===== config.mk =====
export PLATFORM = sky130hd
export DESIGN_NAME = asl_status_led
export DESIGN_NICKNAME = d
export VERILOG_FILES = /design/src/hw/asl_pkg.sv /design/src/hw/asl_blink_div.sv /design/src/hw/asl_status_led.sv
export VERILOG_INCLUDE_DIRS = /design/src /design/src/hw
export SDC_FILE = /design/constraint.sdc
export NUM_CORES = 1
export LEC_CHECK = 0
export BUFFER_PORTS_ARGS = -buffer_cell sky130_fd_sc_hd__buf_2
export CORE_MARGIN = 2
export CORE_UTILIZATION = 50
export CTS_CLUSTER_SIZE = 16
export DETAILED_ROUTE_END_ITERATION = 16
export PLACE_DENSITY = 0.75
export SETUP_SLACK_MARGIN = 0.05
export SLEW_MARGIN = 30
export SYNTH_ARGS = -nofsm -noshare
export SYNTH_HDL_FRONTEND = slang
export SYNTH_SLANG_ARGS = --single-unit

===== constraint.sdc =====
create_clock -name clk_i -period 2.8 [get_ports clk_i]
set_clock_uncertainty 0.1 [all_clocks]
set_input_delay 0.42 -clock clk_i [delete_from_list [all_inputs] [get_ports clk_i]]
set_output_delay 0.42 -clock clk_i [all_outputs]
set_load 0.005 [all_outputs]

===== src/hw/asl_map.svh =====
// Offsets, field positions, reset values and timing figures of the
// axis status LED block. Assumes a 250 MHz module clock.
`ifndef ASL_MAP_SVH
`define ASL_MAP_SVH

// Clock rate in MHz
`define ASL_CLK_MHZ 250
// Half period of the shared blink, in ms
`define ASL_BLINK_HALF_MS 250
// Encoder activity window, in ms
`define ASL_ENC_WIN_MS 100

// Register byte offsets
`define ASL_OFF_CTRL 8'h00
`define ASL_OFF_STATUS 8'h04
`define ASL_OFF_IRQ_STAT 8'h08
`define ASL_OFF_IRQ_MASK 8'h0C

// Control fields and reset value
`define ASL_CTRL_ENC1_EN 0
`define ASL_CTRL_LAMP_TEST 1
`define ASL_CTRL_RST 2'h1

// Event bits of status and mask
`define ASL_EVT_FAULT 0
`define ASL_EVT_LIMIT 1
`define ASL_EVT_ENC 2
`define ASL_EVT_SUP_LOST 3

// LED indices
`define ASL_LED_AXIS 0
`define ASL_LED_ENC 1
`define ASL_LED_LIMIT 2
`define ASL_LED_FAULT 3

`endif


===== src/hw/asl_pkg.sv =====
// Types shared by the axis status LED block.
// Assumes the map header is on the include path.
package asl_pkg;

  // LED drive modes, Gray coded off -> blink -> on
  typedef enum logic [1:0] {
    ASL_LED_OFF = 2'b00,
    ASL_LED_BLINK = 2'b01,
    ASL_LED_ON = 2'b11
  } asl_led_mode_t;

  // Internal module state seen by the indicators
  typedef struct packed {
    logic sleep;
    logic booted;
    logic drv_en;
    logic supply;
    logic fwd_lim;
    logic rev_lim;
    logic home;
    logic [7:0] fault;
  } asl_sys_in_t;

  // State of the blink divider
  typedef struct packed {
    logic [31:0] cnt;
    logic phase;
  } asl_div_state_t;

  // State of the main block
  typedef struct packed {
    logic ack;
    logic [31:0] dat;
    logic [1:0] ctrl;
    logic [3:0] irq_stat;
    logic [3:0] irq_mask;
    logic [31:0] enc_cnt;
    logic [3:0] prev;
    logic [3:0] led;
  } asl_state_t;

endpackage


===== src/hw/asl_blink_div.sv =====
// Free-running divider giving the shared blink phase.
// Assumes one clock and a synchronous active-high reset.
`timescale 1ns/10ps
`default_nettype none

module asl_blink_div
  import asl_pkg::*;
#(
  parameter int unsigned HALF_CYC = 32'd62500000
) (
  // Clock and reset
  input wire logic clk_i,
  input wire logic rst_i,
  // Blink phase, toggles every HALF_CYC cycles
  output logic phase_o
);

  asl_div_state_t s_q;
  asl_div_state_t s_d;

  // Count down, toggle phase on terminal count
  always_comb begin
    s_d = s_q;
    if (s_q.cnt == 32'h0) begin
      s_d.cnt = HALF_CYC - 32'h1;
      s_d.phase = ~s_q.phase;
    end else begin
      s_d.cnt = s_q.cnt - 32'h1;
    end
    if (rst_i) begin
      s_d = '0;
    end
  end

  // State register
  always_ff @(posedge clk_i) begin
    s_q <= s_d;
  end

  assign phase_o = s_q.phase;

endmodule

`default_nettype wire


===== src/hw/asl_status_led.sv =====
// Axis status LED logic with a classic Wishbone register slave.
// Assumes all inputs synchronous to clk_i; encoder edges are
// one-cycle pulses from the encoder front end.
//
// Function
// - Four separate LEDs: axis, encoder, limit, fault
// - Axis LED dark asleep or unbooted
// - Axis LED blinks when booted, drive disabled
// - Axis LED steady on with drive enabled
// - Encoder LED dark without external supply
// - Encoder LED blinks with supply and pulses
// - Blink rate fixed, not pulse rate
// - Either encoder's pulses make it blink
// - Encoder LED on with supply, no pulses
// - Limit LED dark without supply or inputs
// - Limit LED on with supply and input
// - Fault LED on while any fault present
//
// The Wishbone slave port and the register offsets were chosen for this implementation.
`include "asl_map.svh"
`timescale 1ns/10ps
`default_nettype none

module asl_status_led
  import asl_pkg::*;
#(
  parameter int unsigned BLINK_HALF_CYC =
    `ASL_BLINK_HALF_MS * `ASL_CLK_MHZ * 1000,
  parameter int unsigned ENC_WIN_CYC =
    `ASL_ENC_WIN_MS * `ASL_CLK_MHZ * 1000
) (
  // Clock and reset
  input wire logic clk_i,
  input wire logic rst_i,
  // Wishbone slave
  input wire logic wb_cyc_i,
  input wire logic wb_stb_i,
  input wire logic wb_we_i,
  input wire logic [3:0] wb_sel_i,
  input wire logic [7:0] wb_adr_i,
  input wire logic [31:0] wb_dat_i,
  output logic [31:0] wb_dat_o,
  output logic wb_ack_o,
  // Module state
  input wire asl_sys_in_t sys_i,
  input wire logic [1:0] enc_edge_i,
  // Front-panel LEDs
  output logic led_axis_o,
  output logic led_enc_o,
  output logic led_limit_o,
  output logic led_fault_o,
  // Interrupt
  output logic irq_o
);

  // ************************************************************
  // Declarations
  // ************************************************************

  asl_state_t s_q;
  asl_state_t s_d;
  logic blink_w;
  logic [1:0] enc_en_w;
  logic [1:0] enc_hit_w;
  logic enc_act_w;
  logic limit_w;
  logic fault_w;
  logic bus_req_w;
  logic rd_clr_w;
  logic [3:0] now_w;
  logic [3:0] evt_w;
  logic [31:0] rd_w;
  asl_led_mode_t [3:0] mode_w;

  // ************************************************************
  // Blink source
  // ************************************************************

  asl_blink_div #(
    .HALF_CYC(BLINK_HALF_CYC)
  ) u_div (
    .clk_i(clk_i),
    .rst_i(rst_i),
    .phase_o(blink_w)
  );

  // ************************************************************
  // Input qualification
  // ************************************************************

  // Secondary encoder only counts while the ASL_CTRL_ENC1_EN control bit is set
  assign enc_en_w = {s_q.ctrl[`ASL_CTRL_ENC1_EN], 1'b1};

  genvar g;
  generate
    for (g = 0; g < 2; g++) begin : g_enc
      assign enc_hit_w[g] = enc_edge_i[g] & enc_en_w[g];
    end
  endgenerate

  assign enc_act_w = (s_q.enc_cnt != 32'h0);

  // Any limit or home input, gated by supply
  assign limit_w = sys_i.supply &
    (sys_i.fwd_lim | sys_i.rev_lim | sys_i.home);

  // Any module fault
  assign fault_w = |sys_i.fault;

  // ************************************************************
  // LED mode selection
  // ************************************************************

  // Per-LED mode from the module state
  always_comb begin
    if (sys_i.sleep || !sys_i.booted) begin
      mode_w[`ASL_LED_AXIS] = ASL_LED_OFF;
    end else if (sys_i.drv_en) begin
      mode_w[`ASL_LED_AXIS] = ASL_LED_ON;
    end else begin
      mode_w[`ASL_LED_AXIS] = ASL_LED_BLINK;
    end

    if (!sys_i.supply) begin
      mode_w[`ASL_LED_ENC] = ASL_LED_OFF;
    end else if (enc_act_w) begin
      mode_w[`ASL_LED_ENC] = ASL_LED_BLINK;
    end else begin
      mode_w[`ASL_LED_ENC] = ASL_LED_ON;
    end

    if (limit_w) begin
      mode_w[`ASL_LED_LIMIT] = ASL_LED_ON;
    end else begin
      mode_w[`ASL_LED_LIMIT] = ASL_LED_OFF;
    end

    if (fault_w) begin
      mode_w[`ASL_LED_FAULT] = ASL_LED_ON;
    end else begin
      mode_w[`ASL_LED_FAULT] = ASL_LED_OFF;
    end
  end

  // ************************************************************
  // Event detection
  // ************************************************************

  // Current levels, same layout as the event bits
  always_comb begin
    now_w = 4'h0;
    now_w[`ASL_EVT_FAULT] = fault_w;
    now_w[`ASL_EVT_LIMIT] = limit_w;
    now_w[`ASL_EVT_ENC] = enc_act_w;
    now_w[`ASL_EVT_SUP_LOST] = sys_i.supply;
  end

  // Rising edges, except supply which reports its loss
  always_comb begin
    evt_w = now_w & ~s_q.prev;
    evt_w[`ASL_EVT_SUP_LOST] = s_q.prev[`ASL_EVT_SUP_LOST] &
      ~sys_i.supply;
  end

  // ************************************************************
  // Register read mux
  // ************************************************************

  // New request, one per cycle of ack low
  assign bus_req_w = wb_cyc_i & wb_stb_i & ~s_q.ack;

  // Status read clears the sticky bits it returns
  assign rd_clr_w = bus_req_w & ~wb_we_i &
    (wb_adr_i == `ASL_OFF_IRQ_STAT);

  // Unmapped addresses read as zero
  always_comb begin
    rd_w = 32'h0;
    unique case (wb_adr_i)
      `ASL_OFF_CTRL: begin
        rd_w[1:0] = s_q.ctrl;
      end
      `ASL_OFF_STATUS: begin
        rd_w[3:0] = s_q.led;
        rd_w[11:4] = mode_w;
        rd_w[12] = enc_act_w;
        rd_w[13] = blink_w;
      end
      `ASL_OFF_IRQ_STAT: begin
        rd_w[3:0] = s_q.irq_stat;
      end
      `ASL_OFF_IRQ_MASK: begin
        rd_w[3:0] = s_q.irq_mask;
      end
      default: begin
        rd_w = 32'h0;
      end
    endcase
  end

  // ************************************************************
  // Next state
  // ************************************************************

  // Bus, window, sticky bits and LED drive
  always_comb begin
    s_d = s_q;

    // Ack for one cycle, then drop so a held strobe is not
    // taken twice
    s_d.ack = bus_req_w;
    if (bus_req_w && !wb_we_i) begin
      s_d.dat = rd_w;
    end

    // Writes land in the low byte lane only
    if (bus_req_w && wb_we_i && wb_sel_i[0]) begin
      if (wb_adr_i == `ASL_OFF_CTRL) begin
        s_d.ctrl = wb_dat_i[1:0];
      end
      if (wb_adr_i == `ASL_OFF_IRQ_MASK) begin
        s_d.irq_mask = wb_dat_i[3:0];
      end
    end

    if (|enc_hit_w) begin
      s_d.enc_cnt = ENC_WIN_CYC;
    end else if (enc_act_w) begin
      s_d.enc_cnt = s_q.enc_cnt - 32'h1;
    end

    // Set wins over the read clear in the same cycle
    s_d.irq_stat = s_q.irq_stat;
    if (rd_clr_w) begin
      s_d.irq_stat = 4'h0;
    end
    s_d.irq_stat = s_d.irq_stat | evt_w;
    s_d.prev = now_w;

    for (int i = 0; i < 4; i++) begin
      unique case (mode_w[i])
        ASL_LED_OFF: s_d.led[i] = 1'b0;
        ASL_LED_BLINK: s_d.led[i] = blink_w;
        ASL_LED_ON: s_d.led[i] = 1'b1;
        default: s_d.led[i] = 1'b0;
      endcase
    end

    // Lamp test lights every LED for panel checks
    if (s_q.ctrl[`ASL_CTRL_LAMP_TEST]) begin
      s_d.led = 4'hF;
    end

    // Synchronous reset
    if (rst_i) begin
      s_d = '0;
      s_d.ctrl = `ASL_CTRL_RST;
    end
  end

  // ************************************************************
  // State register and outputs
  // ************************************************************

  // Single state register
  always_ff @(posedge clk_i) begin
    s_q <= s_d;
  end

  // Bus answer
  assign wb_ack_o = s_q.ack;
  assign wb_dat_o = s_q.dat;

  // LED pins
  assign led_axis_o = s_q.led[`ASL_LED_AXIS];
  assign led_enc_o = s_q.led[`ASL_LED_ENC];
  assign led_limit_o = s_q.led[`ASL_LED_LIMIT];
  assign led_fault_o = s_q.led[`ASL_LED_FAULT];

  // Level interrupt from unmasked sticky bits
  assign irq_o = |(s_q.irq_stat & s_q.irq_mask);

endmodule

`default_nettype wire


# ---- After elaboration in Yosys (flattened, before gate mapping)
# Index checks and enable logic that the tools add are counted.
dict set report word_totals {
  regBits 98
  out_inout_bits 38
  wordCells 77
}
dict set report op_classes {
  bitwise_logic 17
  eq_ne 11
  n_reduce_logical 17
  n_addsub 2
  n_mux 18
}
# operator count
set op_table {}
lappend op_table {{subtractor 32 x 1 -> 32 bit, second input constant} 2}
lappend op_table {{2-to-1 mux 25 bit} 2}
lappend op_table {{logical NOT 32 bit} 1}
lappend op_table {{nonzero test 32 bit} 1}
lappend op_table {{2-to-1 mux 26 bit} 1}
lappend op_table {{== test 8 x 4 -> 1 bit, second input constant} 2}
lappend op_table {{2-to-1 mux 2 bit} 6}
lappend op_table {{2-to-1 mux 10 bit} 1}
lappend op_table {{== test 2 x 1 -> 1 bit, second input constant} 4}
lappend op_table {{== test 2 bit, second input constant} 4}
lappend op_table {{== test 8 x 3 -> 1 bit, second input constant} 1}
lappend op_table {{logical NOT 8 bit} 1}
lappend op_table {{2-to-1 mux 4 bit} 2}
lappend op_table {{one-hot mux 1 bit (2 select lines)} 4}
lappend op_table {{one-hot mux 2 bit (4 select lines)} 1}
lappend op_table {{OR reduction 8 bit} 1}
lappend op_table {{AND 1 bit} 7}
lappend op_table {{one-hot mux 2 bit (3 select lines)} 1}
lappend op_table {{AND 4 bit} 1}
lappend op_table {{inverter 1 bit} 4}
lappend op_table {{OR 4 bit} 1}
lappend op_table {{AND reduction 2 bit} 2}
lappend op_table {{OR reduction 2 bit} 2}
lappend op_table {{OR reduction 4 bit} 1}
lappend op_table {{8 further kinds} 12}

# ---- Longest topological paths before layout
dict set report depth {
  ltp_word 7
  depth_mapped 8
  ltp_nobuf 7
}

# ---- Cells and area by module
# Synthesis repeated with hierarchy kept, for this count alone.
dict set report hier_totals {
  hier_cells 538
  hier_area_um2 4708.3
}
# mod seq_area_each_um2 cells_per_inst area_per_inst_um2 instances
set modules_own_cells {}
lappend modules_own_cells {asl_status_led 1261.2 372 3198.1 1}
lappend modules_own_cells {asl_blink_div 660.6 166 1510.2 1}

# ---- Worst setup path after synthesis
# No wires, ideal clock.
dict set report synth_path {
  path_kind {register to register}
  from {register s_q[32] (netlist name)}
  to {register s_q[21] (netlist name)}
  path_stages_with_launch 8
  setup_slack_ps 499
  t_arrival_ps 2069
  t_required_ps 2568
  n_path_buf 2
  cell_sequence {dfxtp_1 -> or4_1 -> buf_2 -> or4_4 -> o211ai_4 -> buf_6 -> xor2_1 -> a21oi_1}
}
dict set report synth_via {
  elab_chain_len 2
}
# item line
set synth_rtl {}
lappend synth_rtl {{start, declared} asl_status_led.sv:60} ;# asl_state_t s_q;
lappend synth_rtl {{start signal, assigned} asl_status_led.sv:267} ;# s_q <= s_d;
lappend synth_rtl {{nonzero test 32 bit} asl_status_led.sv:101} ;# assign enc_act_w = (s_q.enc_cnt != 32'h0);
lappend synth_rtl {{nonzero test 2 bit (no line)} --}
# No other way between the ends.
# A chain may end at the register's enable or synchronous reset.

# ---- Worst setup path after layout
dict set report layout_path {
  from {register s_q[32] (netlist name)}
  to {register s_q[33] (netlist name)}
}
dict set report layout_via {
  elab_chain_len 1
  elab_cells_between_ends 2
}
# item line
set layout_rtl {}
lappend layout_rtl {{subtractor 32 x 1 -> 32 bit / nonzero test 32 bit (equally long branches)} {asl_status_led.sv:229, asl_status_led.sv:101}}
# Parallel ways exist; a longest one is shown, timed or not.

==> impl_metrics.py <==
metrics = {
    "clock_network": {
        "tritoncts": "yes",
        "clk_pin_slew_ns": 0.10,
        "cts_setup_buffers": 0,
        "numCtsBuffers": 9,
        "cts_buffer_depth": 2,
        "cts_hold_buf": 0,
        "cts_resized": 0,
        "ctsRootBufferMaster": "clkbuf_8",
        "cts.sinks": 96,
        "clock_latency_ns": 0.36,
        "h-tree-depth": 3,
    },
    "pwr": {
        "leakagePower_nw": 1.98,
        "switchingPower_mw": 1.53,
        "peakVddDrop_mv": 0.507,
        "intPower_mw": 2.71,
        "p_clk_share_pct": 22.2,
        "seqPwrFrac_pct": 42.9,
        "switching_share_pct": 36.1,
        "pwr-share-comb_pct": 34.9,
        "total_power_mw": 4.24,
        "powerDensity_mw_per_mm2": 831,
    },
    "min_path": {
        "hold_end": "enc_en_w[1]",
        "hold_path_depth": 3,
        "min_path_type": "input pin to flip-flop",
        "holdCritStartpoint": "wb_dat_i[0]",
    },
    "critical_path": {
        "path_class": "flip-flop to flip-flop",
        "r2r-start": "s_q[32]",
        "rrSetupSlack_ns": 0.36,
        "critPathCaptureType": "flip-flop",
        "worstSetupStartpointType": "flip-flop",
        "r2r_cells": 5,
        "r2r-end": "s_q[33]",
        "crit_fanout": 17,
        "cp.arrival_ns": 2.63,
        "cp.required_ns": 2.99,
    },
    "sta": {
        "holdWs_ns": 0.208,
        "fin_crit_ns": 2.44,
        "worst_slack_ns": 0.356,
        "relSlewSlack_pct": 58.7,
        "maxSlewViolCount": 0,
        "hold_viol": 0,
        "tightest_slew_ns": 0.615,
        "fmax_mhz": 409,
        "fin_setup_tns_ns": 0,
        "fin_crit_sh_pct": 87.3,
        "setup_viol_count_final": 0,
        "rsz0062_at_grt": "false",
    },
    "logic_synthesis": {
        "synth_seq_area_share_pct": 41.5,
        "synth.avg_cell_area_sq_um": 8.83,
        "async_flop_share_pct": 0,
        "synth_edf_count": 0,
        "synth_top_area_share_pct": 41.5,
        "synthCells": 524,
        "yosys_register_bits": 96,
        "yosysTopAreaCell": "dfxtp_1",
        "yosys_warnings": 0,
        "ys_top_cells_by_count": "dfxtp_1, nor2_1, a21oi_1",
        "synth_area_sq_mm": 0.00463,
        "ys_types": 58,
        "yosysMostFrequentCell": "dfxtp_1",
        "synth_top_flop_cell": "dfxtp_1",
        "synth_area_leaders": "dfxtp_1, xnor2_1, buf_4",
    },
    "floorplan": {
        "initial_utilization_pct": 50.8,
        "die_w_microns": 100,
        "coreArea_sq_mm": 0.00911,
        "fp.dieH_microns": 100,
        "fp-row-count": 35,
        "io_pins": 104,
        "die_area_sq_mm": 0.0100,
    },
    "cells_and_area": {
        "regArea_sq_mm": 0.00192,
        "diodes": 0,
        "design_area_sq_mm": 0.00511,
        "stdcell_count": 683,
        "finalNetCount": 637,
        "utilization_pct": 56.1,
        "area_delta_synth_final_pct": 10.4,
        "multiInputGateArea_sq_mm": 0.00240,
        "drive_above_1_share_pct": 18.9,
        "fillers": 810,
    },
    "global_routing": {
        "grt_use_total_pct": 19.6,
        "overflow": 0,
        "grt_start_max_net_pins": 54,
        "antenna_found_initial": 0,
        "grt_pass1_wl_microns": 16200,
        "grt_pass1_vias": 3626,
    },
    "placement": {
        "io_buffers": 54,
        "dpl_worst_slack_ns": 0.384,
        "dpl.hpwl_microns": 6960,
        "placed_cells": 667,
        "place_congestion": 0.891,
        "dpl-instance-area_sq_mm": 0.00489,
    },
    "routing": {
        "antenna_left": 0,
        "drtPass1Iterations": 4,
        "drt_iter0_drc": 164,
        "via_per_inst": 5.58,
        "wl_per_cell_microns": 14.3,
        "vias": 3814,
        "wl_microns": 9740,
        "drc_errors": 0,
    },
    "outcome": {
        "status": "finished clean",
    },
    "run": {
        "maxCapViolations": 0,
    },
}
-- how the worst max path moves through the flow --
stage	cells after the start	slack [ns]	end	from
global placement	5	0.43	s_q[33]	s_q[32]
floorplan	7	0.50	s_q[21]	s_q[32]
detailed placement	6	0.38	s_q[41]	wb_adr_i[1]
CTS	5	0.37	s_q[33]	s_q[32]
global route	6	0.26	s_q[33]	s_q[21]
finish	5	0.36	s_q[33]	s_q[32]
-- final cells by class --
type                    count  area share (%)
flip-flops and latches     96            37.6
clock buffers              11            2.96
well taps                 111            2.72
inverters                  10           0.735
multi-input cells         379            46.9
repair buffers             71            7.79
clock inverters             5            1.25
-- kinds of logic (layout without fill, tap and decap cells) --
| kind of cell | count (synthesis) | after routing | synth area share [%] |
|---|---|---|---|
| mux | 13 | 13 | 3.41 |
| buf+inv | 66 | 97 | 8.19 |
| fa+ha+maj | 4 | 4 | 1.08 |
| simple gates | 207 | 207 | 24.5 |
| other cells | 1 | 18 | 0.0810 |
| compound gates | 98 | 98 | 13.8 |
| flops | 96 | 96 | 41.5 |
| xor+xnor | 39 | 39 | 7.38 |
-- metal layers --
layer  vias up  track usage (%)  part of all wire, %
li1       1919                -                    -
met1      1779             24.5                   45
met2        98             33.6                   49
met3        18             2.65                  3.8
met4         0             9.06                  2.1
met5         -                0                    0
-- state kept, by name, summed over array words and instances (netlist names) --
register	cells
u_div.phase_o	1
led_axis_o	1
wb_ack_o	1
enc_en_w	1
led_fault_o	1
s_q	45
led_enc_o	1
led_limit_o	1
u_div.s_q	32
wb_dat_o	12
-- cell usage in the layout (no fill, tap or decap), types with 7 or more instances in the layout --
cell type,n
nor4_1,21
mux2i_1,9
a21oi_1,45
nand2_1,32
nor2_1,51
dfxtp_1,96
xnor2_1,33
nor3_1,18
or3_1,12
conb_1,18
buf_4,17
o31ai_1,8
clkbuf_8,11
inv_1,9
or4_1,19
nand2b_1,8
or2_2,7
buf_2,54
nand3_1,10
o21ai_0,7
-- critical path: stages (launching register included) --
cell      delay [ns]
dfxtp_1         0.34
or4_1           0.57
or4_4           0.56
o211ai_4        0.43
or4_1           0.20
mux2i_1         0.17
-- power by group through the flow --
stage	combinational, mW	sequential, mW	clock (mW)
6_report	1.48	1.82	0.944
5_1_grt	1.65	1.86	1.02
2_1_floorplan	1.20	1.78	0
4_1_cts	1.48	1.82	0.966
3_3_place_gp	1.41	1.83	0
3_5_place_dp	1.47	1.84	0
Power figures use the tool's default switching activity.
